**config.mk**
```make
export PLATFORM = sky130hd
export DESIGN_NAME = dcc_top
export DESIGN_NICKNAME = d
export VERILOG_FILES = /design/src/design/dcc_channel.v /design/src/design/dcc_top.v
export VERILOG_INCLUDE_DIRS = /design/src /design/src/design
export SDC_FILE = /design/constraint.sdc
export NUM_CORES = 1
export LEC_CHECK = 0
export BUFFER_PORTS_ARGS = -buffer_cell sky130_fd_sc_hd__buf_2
export CORE_MARGIN = 2
export CORE_UTILIZATION = 54
export CTS_CLUSTER_DIAMETER = 40
export DETAILED_ROUTE_END_ITERATION = 6
export GPL_TIMING_DRIVEN = 0
export PLACE_DENSITY = 0.89
export SETUP_SLACK_MARGIN = 0.15
export SYNTH_ARGS = -nofsm -noshare
export SYNTH_HDL_FRONTEND = slang
export SYNTH_HIERARCHICAL = 1
export SYNTH_SLANG_ARGS = --single-unit
```
**constraint.sdc**
```tcl
create_clock -name clk_i -period 3.5 [get_ports clk_i]
set_input_delay 0.525 -clock clk_i [delete_from_list [all_inputs] [get_ports clk_i]]
set_output_delay 0.525 -clock clk_i [all_outputs]
set_load 0.02 [all_outputs]
```
**src/design/dcc_map.vh**
```
// Purpose: register map and constants of the dual comparator control block
// Assumes: 8-bit registers on classic wishbone, byte addresses
// Notes: included by the channel and top modules
// Summary of operation
// [RULE_01] bit 0 switches channel on, resets off
// [RULE_02] bit 1 reads comparator output, resets zero
// [RULE_03] result holds last value while channel off
// [RULE_04] software waits 100 us before reading result
// [RULE_05] mode bits: off, fall, rise, both
// [RULE_06] selected edge raises channel interrupt request
// [RULE_07] edges follow result with same polarity
// [RULE_08] bit 2 picks direct or 16k sampled detection
// [RULE_09] no sampling while in stop mode
// [RULE_10] registers at F950/F951 and F954/F955, reset 00
// [RULE_11] software sets mode before switching channel on
// [RULE_12] two identical independent channels 0 and 1
// [RULE_13] synchronise output; sampled edge needs differing samples
`ifndef DCC_MAP_VH
`define DCC_MAP_VH
`define DCC_ADDR_W 16
`define DCC_CH0_CTRL 16'hF950
`define DCC_CH0_MODE 16'hF951
`define DCC_CH1_CTRL 16'hF954
`define DCC_CH1_MODE 16'hF955
`define DCC_IRQ_STAT 16'hF958
`define DCC_IRQ_MASK 16'hF959
`define DCC_REG_RESET 8'h00
`define DCC_BIT_ON 0
`define DCC_BIT_RESULT 1
`define DCC_BIT_SAMPLED 2
`define DCC_MODE_OFF 2'h0
`define DCC_MODE_FALL 2'h1
`define DCC_MODE_RISE 2'h2
`define DCC_MODE_BOTH 2'h3
`define DCC_SETTLE_NS 100000
`define DCC_CLK_NS 100
`endif

```
**src/design/dcc_channel.v**
```verilog
// Purpose: one comparator channel: result latch and edge detection
// Assumes: compare_out is asynchronous, slow_tick is a one-cycle pulse
// Notes: edge_o pulses one cycle per detected edge
`timescale 1ns/10ps
`include "dcc_map.vh"
module dcc_channel (
    input wire clk_i,
    input wire rst_i,
    input wire ce_i,
    input wire on_i,
    input wire [1:0] mode_i,
    input wire sampled_i,
    input wire tick_i,
    input wire stop_i,
    input wire compare_out_i,
    output reg result_o,
    output wire edge_o
);
    reg sync1_reg;
    reg sync2_reg;
    reg prev_reg;
    reg samp_reg;
    reg samp_prev_reg;
    wire rise;
    wire fall;
    wire sample_now;

    assign sample_now = tick_i && !stop_i; // RULE_09
    // sampled path compares two consecutive samples only
    assign rise = sampled_i ? (samp_reg && !samp_prev_reg && sample_now)
        : (sync2_reg && !prev_reg); // RULE_08 RULE_13
    assign fall = sampled_i ? (!samp_reg && samp_prev_reg && sample_now)
        : (!sync2_reg && prev_reg); // RULE_08 RULE_13
    // samp_reg holds the newest sample; edge seen on the tick after
    assign edge_o = on_i && (((mode_i == `DCC_MODE_RISE ||
        mode_i == `DCC_MODE_BOTH) && rise) ||
        ((mode_i == `DCC_MODE_FALL || mode_i == `DCC_MODE_BOTH) && fall));
        // RULE_05 RULE_06 RULE_07

    always @(posedge clk_i) begin
        if (rst_i) begin
            sync1_reg <= 1'b0;
            sync2_reg <= 1'b0;
            prev_reg <= 1'b0;
            samp_reg <= 1'b0;
            samp_prev_reg <= 1'b0;
            result_o <= 1'b0; // RULE_02
        end else if (ce_i) begin
            sync1_reg <= compare_out_i; // RULE_13
            sync2_reg <= sync1_reg;
            prev_reg <= sync2_reg;
            if (sample_now) begin
                samp_reg <= sync2_reg;
                samp_prev_reg <= samp_reg;
            end
            if (on_i)
                result_o <= sync2_reg; // RULE_02 RULE_07
            // off: result holds last comparison RULE_03
        end
    end
endmodule // dcc_channel

```
**src/design/dcc_top.v**
```verilog
// Purpose: dual comparator control with wishbone registers and irq
// Assumes: classic wishbone, 8-bit data, one clock at 10 MHz
// Notes: settle wait before reading result is left to software
//
// The Wishbone register port is this design's own decision.
`timescale 1ns/10ps
`include "dcc_map.vh"
module dcc_top #(
    parameter CHANNELS = 2
) (
    input wire clk_i,
    input wire rst_i,
    input wire ce_i,
    input wire wb_cyc_i,
    input wire wb_stb_i,
    input wire wb_we_i,
    input wire [15:0] wb_adr_i,
    input wire [0:0] wb_sel_i,
    input wire [7:0] wb_dat_i,
    output reg [7:0] wb_dat_o,
    output reg wb_ack_o,
    output wire wb_err_o,
    input wire stop_mode_i,
    input wire slow_tick_16k_i,
    input wire channel0_compare_out_i,
    input wire channel1_compare_out_i,
    output wire channel0_on_o,
    output wire channel1_on_o,
    output wire [1:0] channel_irq_o,
    output wire irq_o
);
    // minimum cycles software should wait after switching on
    localparam SETTLE_CYC = `DCC_SETTLE_NS / `DCC_CLK_NS; // RULE_04

    reg [1:0] on_reg;
    reg [1:0] mode0_reg;
    reg [1:0] mode1_reg;
    reg [1:0] samp_reg;
    reg [1:0] stat_reg;
    reg [1:0] mask_reg;
    reg [1:0] stat_next;
    reg [7:0] rd_next;
    wire [1:0] result;
    wire [1:0] edge_ev;
    wire req;
    wire wr;
    wire wsel;

    assign req = wb_cyc_i && wb_stb_i && !wb_ack_o;
    assign wsel = wb_sel_i[0];
    assign wr = req && wb_we_i && wsel;
    assign wb_err_o = 1'b0;

    dcc_channel u_ch0 (
        .clk_i(clk_i),
        .rst_i(rst_i),
        .ce_i(ce_i),
        .on_i(on_reg[0]),
        .mode_i(mode0_reg),
        .sampled_i(samp_reg[0]),
        .tick_i(slow_tick_16k_i),
        .stop_i(stop_mode_i),
        .compare_out_i(channel0_compare_out_i),
        .result_o(result[0]),
        .edge_o(edge_ev[0])
    ); // RULE_12
    dcc_channel u_ch1 (
        .clk_i(clk_i),
        .rst_i(rst_i),
        .ce_i(ce_i),
        .on_i(on_reg[1]),
        .mode_i(mode1_reg),
        .sampled_i(samp_reg[1]),
        .tick_i(slow_tick_16k_i),
        .stop_i(stop_mode_i),
        .compare_out_i(channel1_compare_out_i),
        .result_o(result[1]),
        .edge_o(edge_ev[1])
    ); // RULE_12

    assign channel0_on_o = on_reg[0];
    assign channel1_on_o = on_reg[1];
    assign channel_irq_o = edge_ev & {2{ce_i}}; // RULE_06
    assign irq_o = |(stat_reg & mask_reg);

    always @* begin
        rd_next = `DCC_REG_RESET;
        if (wb_adr_i == `DCC_CH0_CTRL) begin
            rd_next = {6'h00, result[0], on_reg[0]}; // RULE_02
        end else if (wb_adr_i == `DCC_CH0_MODE) begin
            rd_next = {5'h00, samp_reg[0], mode0_reg};
        end else if (wb_adr_i == `DCC_CH1_CTRL) begin
            rd_next = {6'h00, result[1], on_reg[1]};
        end else if (wb_adr_i == `DCC_CH1_MODE) begin
            rd_next = {5'h00, samp_reg[1], mode1_reg};
        end else if (wb_adr_i == `DCC_IRQ_STAT) begin
            rd_next = {6'h00, stat_reg};
        end else if (wb_adr_i == `DCC_IRQ_MASK) begin
            rd_next = {6'h00, mask_reg};
        end
    end

    always @* begin
        stat_next = stat_reg;
        if (wr && wb_adr_i == `DCC_IRQ_STAT)
            stat_next = stat_next & ~wb_dat_i[1:0];
        // a new event beats a clear in the same cycle
        stat_next = stat_next | edge_ev;
    end

    always @(posedge clk_i) begin
        if (rst_i) begin
            on_reg <= 2'h0; // RULE_01 RULE_10
            mode0_reg <= `DCC_MODE_OFF; // RULE_05
            mode1_reg <= `DCC_MODE_OFF;
            samp_reg <= 2'h0; // RULE_08
            stat_reg <= 2'h0;
            mask_reg <= 2'h0;
            wb_ack_o <= 1'b0;
            wb_dat_o <= `DCC_REG_RESET;
        end else if (ce_i) begin
            stat_reg <= stat_next;
            wb_ack_o <= req;
            if (req)
                wb_dat_o <= rd_next;
            if (wr) begin
                if (wb_adr_i == `DCC_CH0_CTRL) begin
                    on_reg[0] <= wb_dat_i[`DCC_BIT_ON]; // RULE_01 RULE_10
                end else if (wb_adr_i == `DCC_CH0_MODE) begin
                    mode0_reg <= wb_dat_i[1:0]; // RULE_05
                    samp_reg[0] <= wb_dat_i[`DCC_BIT_SAMPLED]; // RULE_08
                end else if (wb_adr_i == `DCC_CH1_CTRL) begin
                    on_reg[1] <= wb_dat_i[`DCC_BIT_ON];
                end else if (wb_adr_i == `DCC_CH1_MODE) begin
                    mode1_reg <= wb_dat_i[1:0];
                    samp_reg[1] <= wb_dat_i[`DCC_BIT_SAMPLED];
                end else if (wb_adr_i == `DCC_IRQ_MASK) begin
                    mask_reg <= wb_dat_i[1:0];
                end
            end
        end
    end
endmodule // dcc_top

```
Yosys cells after proc, flatten, opt, wreduce, memory -nomap -nowiden:

Cells that the tools add are included.

* register bits after elaboration: 33
* input port bits: 35
* logic and storage cells: 104
* output and inout bits: 15

* bitwise logic cells: 9
* reductions and logical operators: 50
* multiplexer cells: 11
* eq/ne operators: 12

Operator list (number)
* equality test 16 bit, second input constant: 6
* logical AND 1 bit: 24
* two-way mux 3 bit: 4
* zero test 1 bit: 10
* equality test 2 bit, second input constant: 4
* AND reduction 2 bit: 4
* AND reduction 7 bit: 1
* bitwise AND 2 bit: 3
* logical OR 1 bit: 6
* two-way mux 2 bit: 3
* AND reduction 6 bit: 1
* AND reduction 5 bit: 1
* equality test 2 x 1 -> 1 bit, second input constant: 2
* two-way mux 1 bit: 4
* NOT 1 bit: 4
* AND reduction 4 bit: 1
* AND reduction 3 bit: 1
* NOT 2 bit: 1
* OR 2 bit: 1
* OR reduction 2 bit: 1

Logic depth before layout (Yosys ltp):

Gate-level depths: netlist of run 1.

* depth after elaboration: 8
* mapped depth: 7
* gate-level depth less buffers: 7

By module:

The synthesis of run 1 kept the hierarchy.

Modules (own cells, without submodules)
* dcc_top: area an instance 1024.7 µm², cells an instance 119, seq. area each 320.3 µm², instances 1
* dcc_channel: area an instance 292.8 µm², cells an instance 30, seq. area each 120.1 µm², instances 2

Worst setup path after synthesis of run 1:

OpenSTA, ideal clock, no wires.

* path type: in2out
* from: input stop_mode_i
* to: output channel_irq_o[0]
* slack: 1.877 ns
* data arrival time: 1.098 ns
* stages: 5
* data required time: 2.975 ns
* cells stage by stage: nand3b_1 a21oi_1 o21a_1 nand2_1 inv_1

* cells in the longest elaborated chain, start to end: 8
* elaborated cells between the ends (all ways): 11
* classes of those cells: mux (2); bitwise (1); reduce/logical (8)

RTL lines
* start, declared: line dcc_top.v:23 `input wire stop_mode_i,`
* zero test 1 bit (*): line dcc_channel.v:28 `assign sample_now = tick_i && !stop_i;`
* logical AND 1 bit (*): line dcc_channel.v:28
* logical AND 1 bit (on tied branches): line dcc_channel.v:30, dcc_channel.v:32
* two-way mux 1 bit (on tied branches): line dcc_channel.v:30, dcc_channel.v:32
* logical AND 1 bit (on tied branches): line dcc_channel.v:35, dcc_channel.v:37
* logical OR 1 bit (*): line dcc_channel.v:35 `` assign edge_o = on_i && (((mode_i == `DCC_MODE_RISE || ``
* logical AND 1 bit (*): line dcc_channel.v:35
* net edge_ev[0]: line dcc_top.v:44 `wire [1:0] edge_ev;`
* bitwise AND 2 bit (*): line dcc_top.v:83 `assign channel_irq_o = edge_ev & {2{ce_i}};`
* end, declared: line dcc_top.v:29 `output wire [1:0] channel_irq_o,`

Mark *: on every way through the listed nets, which the timed path passes. The rest lies on a longest branch.

Final worst setup path of run 1:

* from: register u_ch0.sync2_reg
* to: output channel_irq_o[0]

* cells in the longest elaborated chain, start to end: 7
* elaborated cells between the ends (all ways): 10
* classes of those cells: mux (2); bitwise (1); reduce/logical (7)

RTL lines
* start, declared: line dcc_channel.v:20 `reg sync2_reg;`
* start signal, assigned: line dcc_channel.v:50 `sync2_reg <= sync1_reg;`
* zero test 1 bit: line dcc_channel.v:33 `: (!sync2_reg && prev_reg);`
* logical AND 1 bit: line dcc_channel.v:33
* two-way mux 1 bit: line dcc_channel.v:32 `assign fall = sampled_i ? (!samp_reg && samp_prev_reg && sample_now)`
* logical AND 1 bit: line dcc_channel.v:37 `` ((mode_i == `DCC_MODE_FALL || mode_i == `DCC_MODE_BOTH) && fall)); ``
* logical OR 1 bit (*): line dcc_channel.v:35
* logical AND 1 bit (*): line dcc_channel.v:35
* net edge_ev[0]: line dcc_top.v:44
* bitwise AND 2 bit (*): line dcc_top.v:83

Marks and branches as above.

==> results of run 1 <==
metrics by stage:
step | hold WS, ps | std cells | instance area (sq um) | power [mW] | setup slack (ps)
2_1_floorplan | 426.8 | 184 | 1629 | 0.3818 | 1877
3_3_place_gp | 448.4 | 252 | 1853 | 0.4116 | 1602
3_5_place_dp | 446.8 | 252 | 1853 | 0.4130 | 1594
4_1_cts | 418.9 | 256 | 1906 | 0.6247 | 1477
5_1_grt | 412.0 | 256 | 1906 | 0.6463 | 1356
6_report | 427.0 | 256 | 1906 | 0.6206 | 1466
synth_stat cells (all sizes together):
cell type / instances
nor3: 2
mux2i: 13
dfxtp: 28
inv: 5
clkbuf: 2
and2: 3
nor2b: 1
nand2: 8
and4b: 3
nand3b: 13
o21ai: 8
nand4b: 2
a22o: 1
nand4: 11
and4bb: 2
conb: 1
a21oi: 17
a311oi: 6
nor4b: 1
a22oi: 1
o21a: 2
o22ai: 2
o31a: 2
and4: 1
nor2: 18
nand3: 5
buf: 13
o41ai: 2
nand2b: 3
mux2: 2
nor4: 1
final cells by class:
| cell class | count | area, sq um | area share [%] |
|---|---|---|---|
| inverter | 5 | 18.77 | 0.9849 |
| clock inverter | 1 | 30.03 | 1.576 |
| timing repair buffer | 37 | 185.2 | 9.718 |
| multi-input combinational | 136 | 924.6 | 48.52 |
| buffer | 15 | 125.1 | 6.566 |
| sequential | 28 | 560.5 | 29.42 |
| clock buffer | 3 | 22.52 | 1.182 |
| tap | 31 | 38.79 | 2.035 |
worst reg2reg max path: cells and delay by family, from the launching register on:
family | cells | cell delay (ps)
AOI/OAI and AO/OA | 2 | 430
DFF | 1 | 360
and+or+nand+nor | 2 | 330
buffers and inverters | 1 | 180
path summary, 6_finish.rpt:
kind                                   to                    startpoint  depth (start not counted)  slack, ps
min          u_ch0/sync1_reg$_SDFFE_PP0P_        channel0_compare_out_i                          3        430
max                      channel_irq_o[0]  u_ch0/sync2_reg$_SDFFE_PP0P_                          6       1470
max reg2reg        on_reg[1]$_SDFFE_PP0P_         wb_ack_o$_SDFFE_PP0P_                          5       2090
min reg2reg   u_ch0/result_o$_SDFFE_PP0P_   u_ch0/result_o$_SDFFE_PP0P_                          2        470
metal layers:
metal	routed length (microns)	GRT usage (%)	part of all wire, %	vias up
li1	-	-	-	747
met1	1645	27.19	46	683
met2	1713	37.72	48	40
met3	177	3.956	5.0	2
met4	10	3.571	0.28	0
met5	0	0	0	-
report_power, final:
group	leakage [nW]	internal, mW	switching [mW]
registers	0.226	0.323	0.00298
clock network	0.0279	0.116	0.0980
logic	0.561	0.0377	0.0428
logic make-up after synthesis:
group,after synthesis,share of synthesized area (%)
simple gates,74,30.61
mux,15,9.479
compound gates,41,15.93
other cells,1,0.2329
buf+inv,20,8.935
flops,28,34.81
==> reports/metrics.cfg, run 1 <==
[timing]
max_freq_ghz=0.4916
finalHoldViolCount=0
fin_skew_ps=12.84
rsz0062_at_grt=no
period_minus_slack_ps=2034
setup_tns_ps=0
fin_crit_sh_pct=58.12
drv_slew=0
setup_viol=0

[final_layout]
final_cell_mix=buf_2, dfxtp_1, nor2_1
antenna_cells=0
area_delta_synth_final_pct=18.34
utilization_pct=67.93
regMostFlops=wb_dat_o
largest_reg_flops=3
fillers=262
nets=261
drive_gt1_share_pct=29.78
layout_commonest_cell=buf_2

[placement]
gp_congestion=0.9250
port_buffers=37
dp_hpwl_microns=2688

[worst_setup_path]
crit_chain=nand3b_1 -> a21oi_1 -> o21a_1 -> nand2_1 -> inv_1 -> buf_2
crit_path_start_kind=register
critical-path-top-delay-family=flip-flops
required_ps=2970
end_kind=output port
crit_type=reg2out
worstPathMaxFanout=6
cp_slowest_cell=dfxtp_1
worst_ep_arrival_time_ps=1510
max_stage_delay_ps=430
worst-path-buf-inv=2

[floorplan]
coreArea_sq_mm=0.002805
dieArea_sq_mm=0.003435
die_x_microns=58.61
dieHeight_microns=58.61
start_util_pct=57.40
std_cell_rows=19
ios=50

[synthesis]
synth_area_sq_mm=0.001610
syn_area_per_cell_sq_um=8.996
synth_top_area_share_pct=34.81
syn_inst=179
yosys.area.top_type=dfxtp_1
synth_seq_area_share_pct=34.81
synth_cell_types=39
ys_top_cells_by_area=dfxtp_1, mux2i_1, a21oi_1
yosysWarnings=6
ys_ff_latch=28

[pwr]
p_leak_nw=0.8153
p_per_area_mw_per_mm2=325.7
ir_drop_v=0.0002661

[route]
post-route-drc-count=5
firstDrtPassIters=7
wl_per_cell_microns=13.85
antenna_left=0
wl_microns=3546
dr.first_iter.drc_count=46
num_vias=1472
drt-vias-per-instance=5.750

[grt]
grt_overflow=0
antenna_found_initial=0
gr-usage-all-layers_pct=21.23
grt_pass1_wl_microns=5754
grt_max_degree=17
grt_pass1_vias=1307

[flow_run]
cap_violations=0

[clocking]
cts_root_buffer=clkbuf_4
hold_buffers=0
worstSkewPairLatency_ps=330
post_cts_resized=0
h-tree-depth=1
clockBufferDepth=2
cts_setup_buffers=0
tritoncts=yes
cts_sinks=28
clk_pin_slew_ps=140
cts_inserted_buffers=3

[run_status]
violations=design-rule violations
outcome=complete, but fails checks

[min_path]
min_path_type=in2reg

Note: power is estimated with default switching activity, not from simulation.
==> run 2: changes to the inputs <==
CORE_UTILIZATION = 51   (was 54)
PLACE_DENSITY = 0.85   (was 0.89)
clock period = 2 ns   (was 3.5 ns; I/O delays follow)
==> reports/metrics.cfg, run 2 (synthesized netlist as in run 1, its figures left out) <==
[min_path]
holdPathEnd=u_ch0/sync1_reg$_SDFFE_PP0P_
min_from=channel0_compare_out_i
min_path_type=in2reg
min_path_cells=3

[timing]
fin_skew_ps=6.391
rsz0062_at_grt=no
drv_slew=0
period_minus_slack_ps=1751
fin_crit_sh_pct=87.56
setup_tns_ps=0
setup_viol=0
max_freq_ghz=0.5710
finalHoldViolCount=0

[route]
wl_per_cell_microns=13.99
dr.first_iter.drc_count=75
antenna_left=0
num_vias=1506
post-route-drc-count=0
firstDrtPassIters=4
wl_microns=3763
drt-vias-per-instance=5.599

[worst_setup_path]
reg2regPathDepth=5
worst_ep_arrival_time_ps=1450
reg2reg_to=on_reg[1]$_SDFFE_PP0P_
required_ps=1700
crit_type=reg2out
cp_slowest_cell=dfxtp_1
rrSetupSlack_ps=510
end_kind=output port
worstPathMaxFanout=4
max_stage_delay_ps=420
crit_chain=nand3b_1 -> a21oi_1 -> o21a_1 -> nand2_1 -> inv_1 -> buf_4
crit_path_start_kind=register
r2r_start=wb_ack_o$_SDFFE_PP0P_

[final_layout]
layout_commonest_cell=buf_2
regMostFlops=wb_dat_o
largest_reg_flops=3
area_delta_synth_final_pct=18.80
antenna_cells=0
nets=261
ff_latch_area_sq_um=565.5
drive_gt1_share_pct=31.56
fillers=267
multi_input_area_sq_um=924.6
final_cell_mix=buf_2, dfxtp_1, nor2_1

[grt]
grt_pass1_wl_microns=5982
grt_max_degree=16
gr-usage-all-layers_pct=22.01
antenna_found_initial=0
grt_overflow=0
grt_pass1_vias=1328

[pwr]
p_leak_nw=0.8103
p_per_area_mw_per_mm2=521.1
ir_drop_v=0.0003453
power_mw=0.9969

[clocking]
clockBufferDepth=2
worstSkewPairLatency_ps=330
cts_inserted_buffers=3
clk_pin_slew_ps=150
cts_setup_buffers=0
post_cts_resized=0
tritoncts=yes
cts_root_buffer=clkbuf_4
h-tree-depth=1
cts_sinks=28
hold_buffers=0

[placement]
dp_hpwl_microns=2833
port_buffers=37
gp_congestion=0.9203

[floorplan]
dieHeight_microns=60.19
ios=50
std_cell_rows=20
die_x_microns=60.19
start_util_pct=53.18
dieArea_sq_mm=0.003623
coreArea_sq_mm=0.003028

[run_status]
outcome=finished clean

[flow_run]
cap_violations=0

[run 2: per-stage QoR]
stage	util [%]	hold slack [ps]	cell area [sq um]	instances	worst slack, ps
final	63.18	198.6	1913	269	248.8
after global routing	63.18	213.8	1913	269	155.4
after CTS	62.93	202.6	1906	269	213.4
after detailed placement	61.74	456.5	1869	265	432.5
after global placement	61.74	445.1	1869	265	441.6
after floorplan	-	369.1	1629	184	618.8
[run 2: worst max path at each step]
stage                                  from                        to  cells past startpoint
3_3_place_gp                   wb_adr_i[10]  wb_dat_o[1]$_SDFFE_PP0P_                      5
6_report          mode0_reg[0]$_SDFFE_PP0P_          channel_irq_o[0]                      6
4_1_cts        u_ch0/sync2_reg$_SDFFE_PP0P_          channel_irq_o[0]                      6
3_5_place_dp                   wb_adr_i[10]    on_reg[1]$_SDFFE_PP0P_                      5
2_1_floorplan         wb_ack_o$_SDFFE_PP0P_    on_reg[1]$_SDFFE_PP0P_                      5
5_1_grt         u_ch0/samp_reg$_SDFFE_PP0P_          channel_irq_o[0]                      6
[run 2: power breakdown]
part,total (mW),switching (mW),internal (mW),leakage [nW]
sequential,0.571,0.00532,0.566,0.228
clock,0.283,0.172,0.112,0.0210
combinational,0.143,0.0767,0.0660,0.561
[run 2: area by class of cell]
type,instances,area share (%)
clock buffers,4,1.897
flip-flops and latches,28,29.56
multi-input cells,136,48.33
repair buffers,37,9.810
plain buffers,15,6.540
well taps,44,2.878
inverters,5,0.9810
[run 2: critical path, delay by kind of cell, from the launching register on]
kind            cells  cell delay, ps
buf+inv             2             230
flops               1             420
simple gates        2             180
compound gates      2             290
[run 2: metal layers]
metal	global-route usage (%)	part of all wire (%)	wire [microns]
met5	0	0	0
met4	9.524	1.4	53
met3	3.463	6.6	250
met2	35.87	51	1904
met1	28.57	41	1554
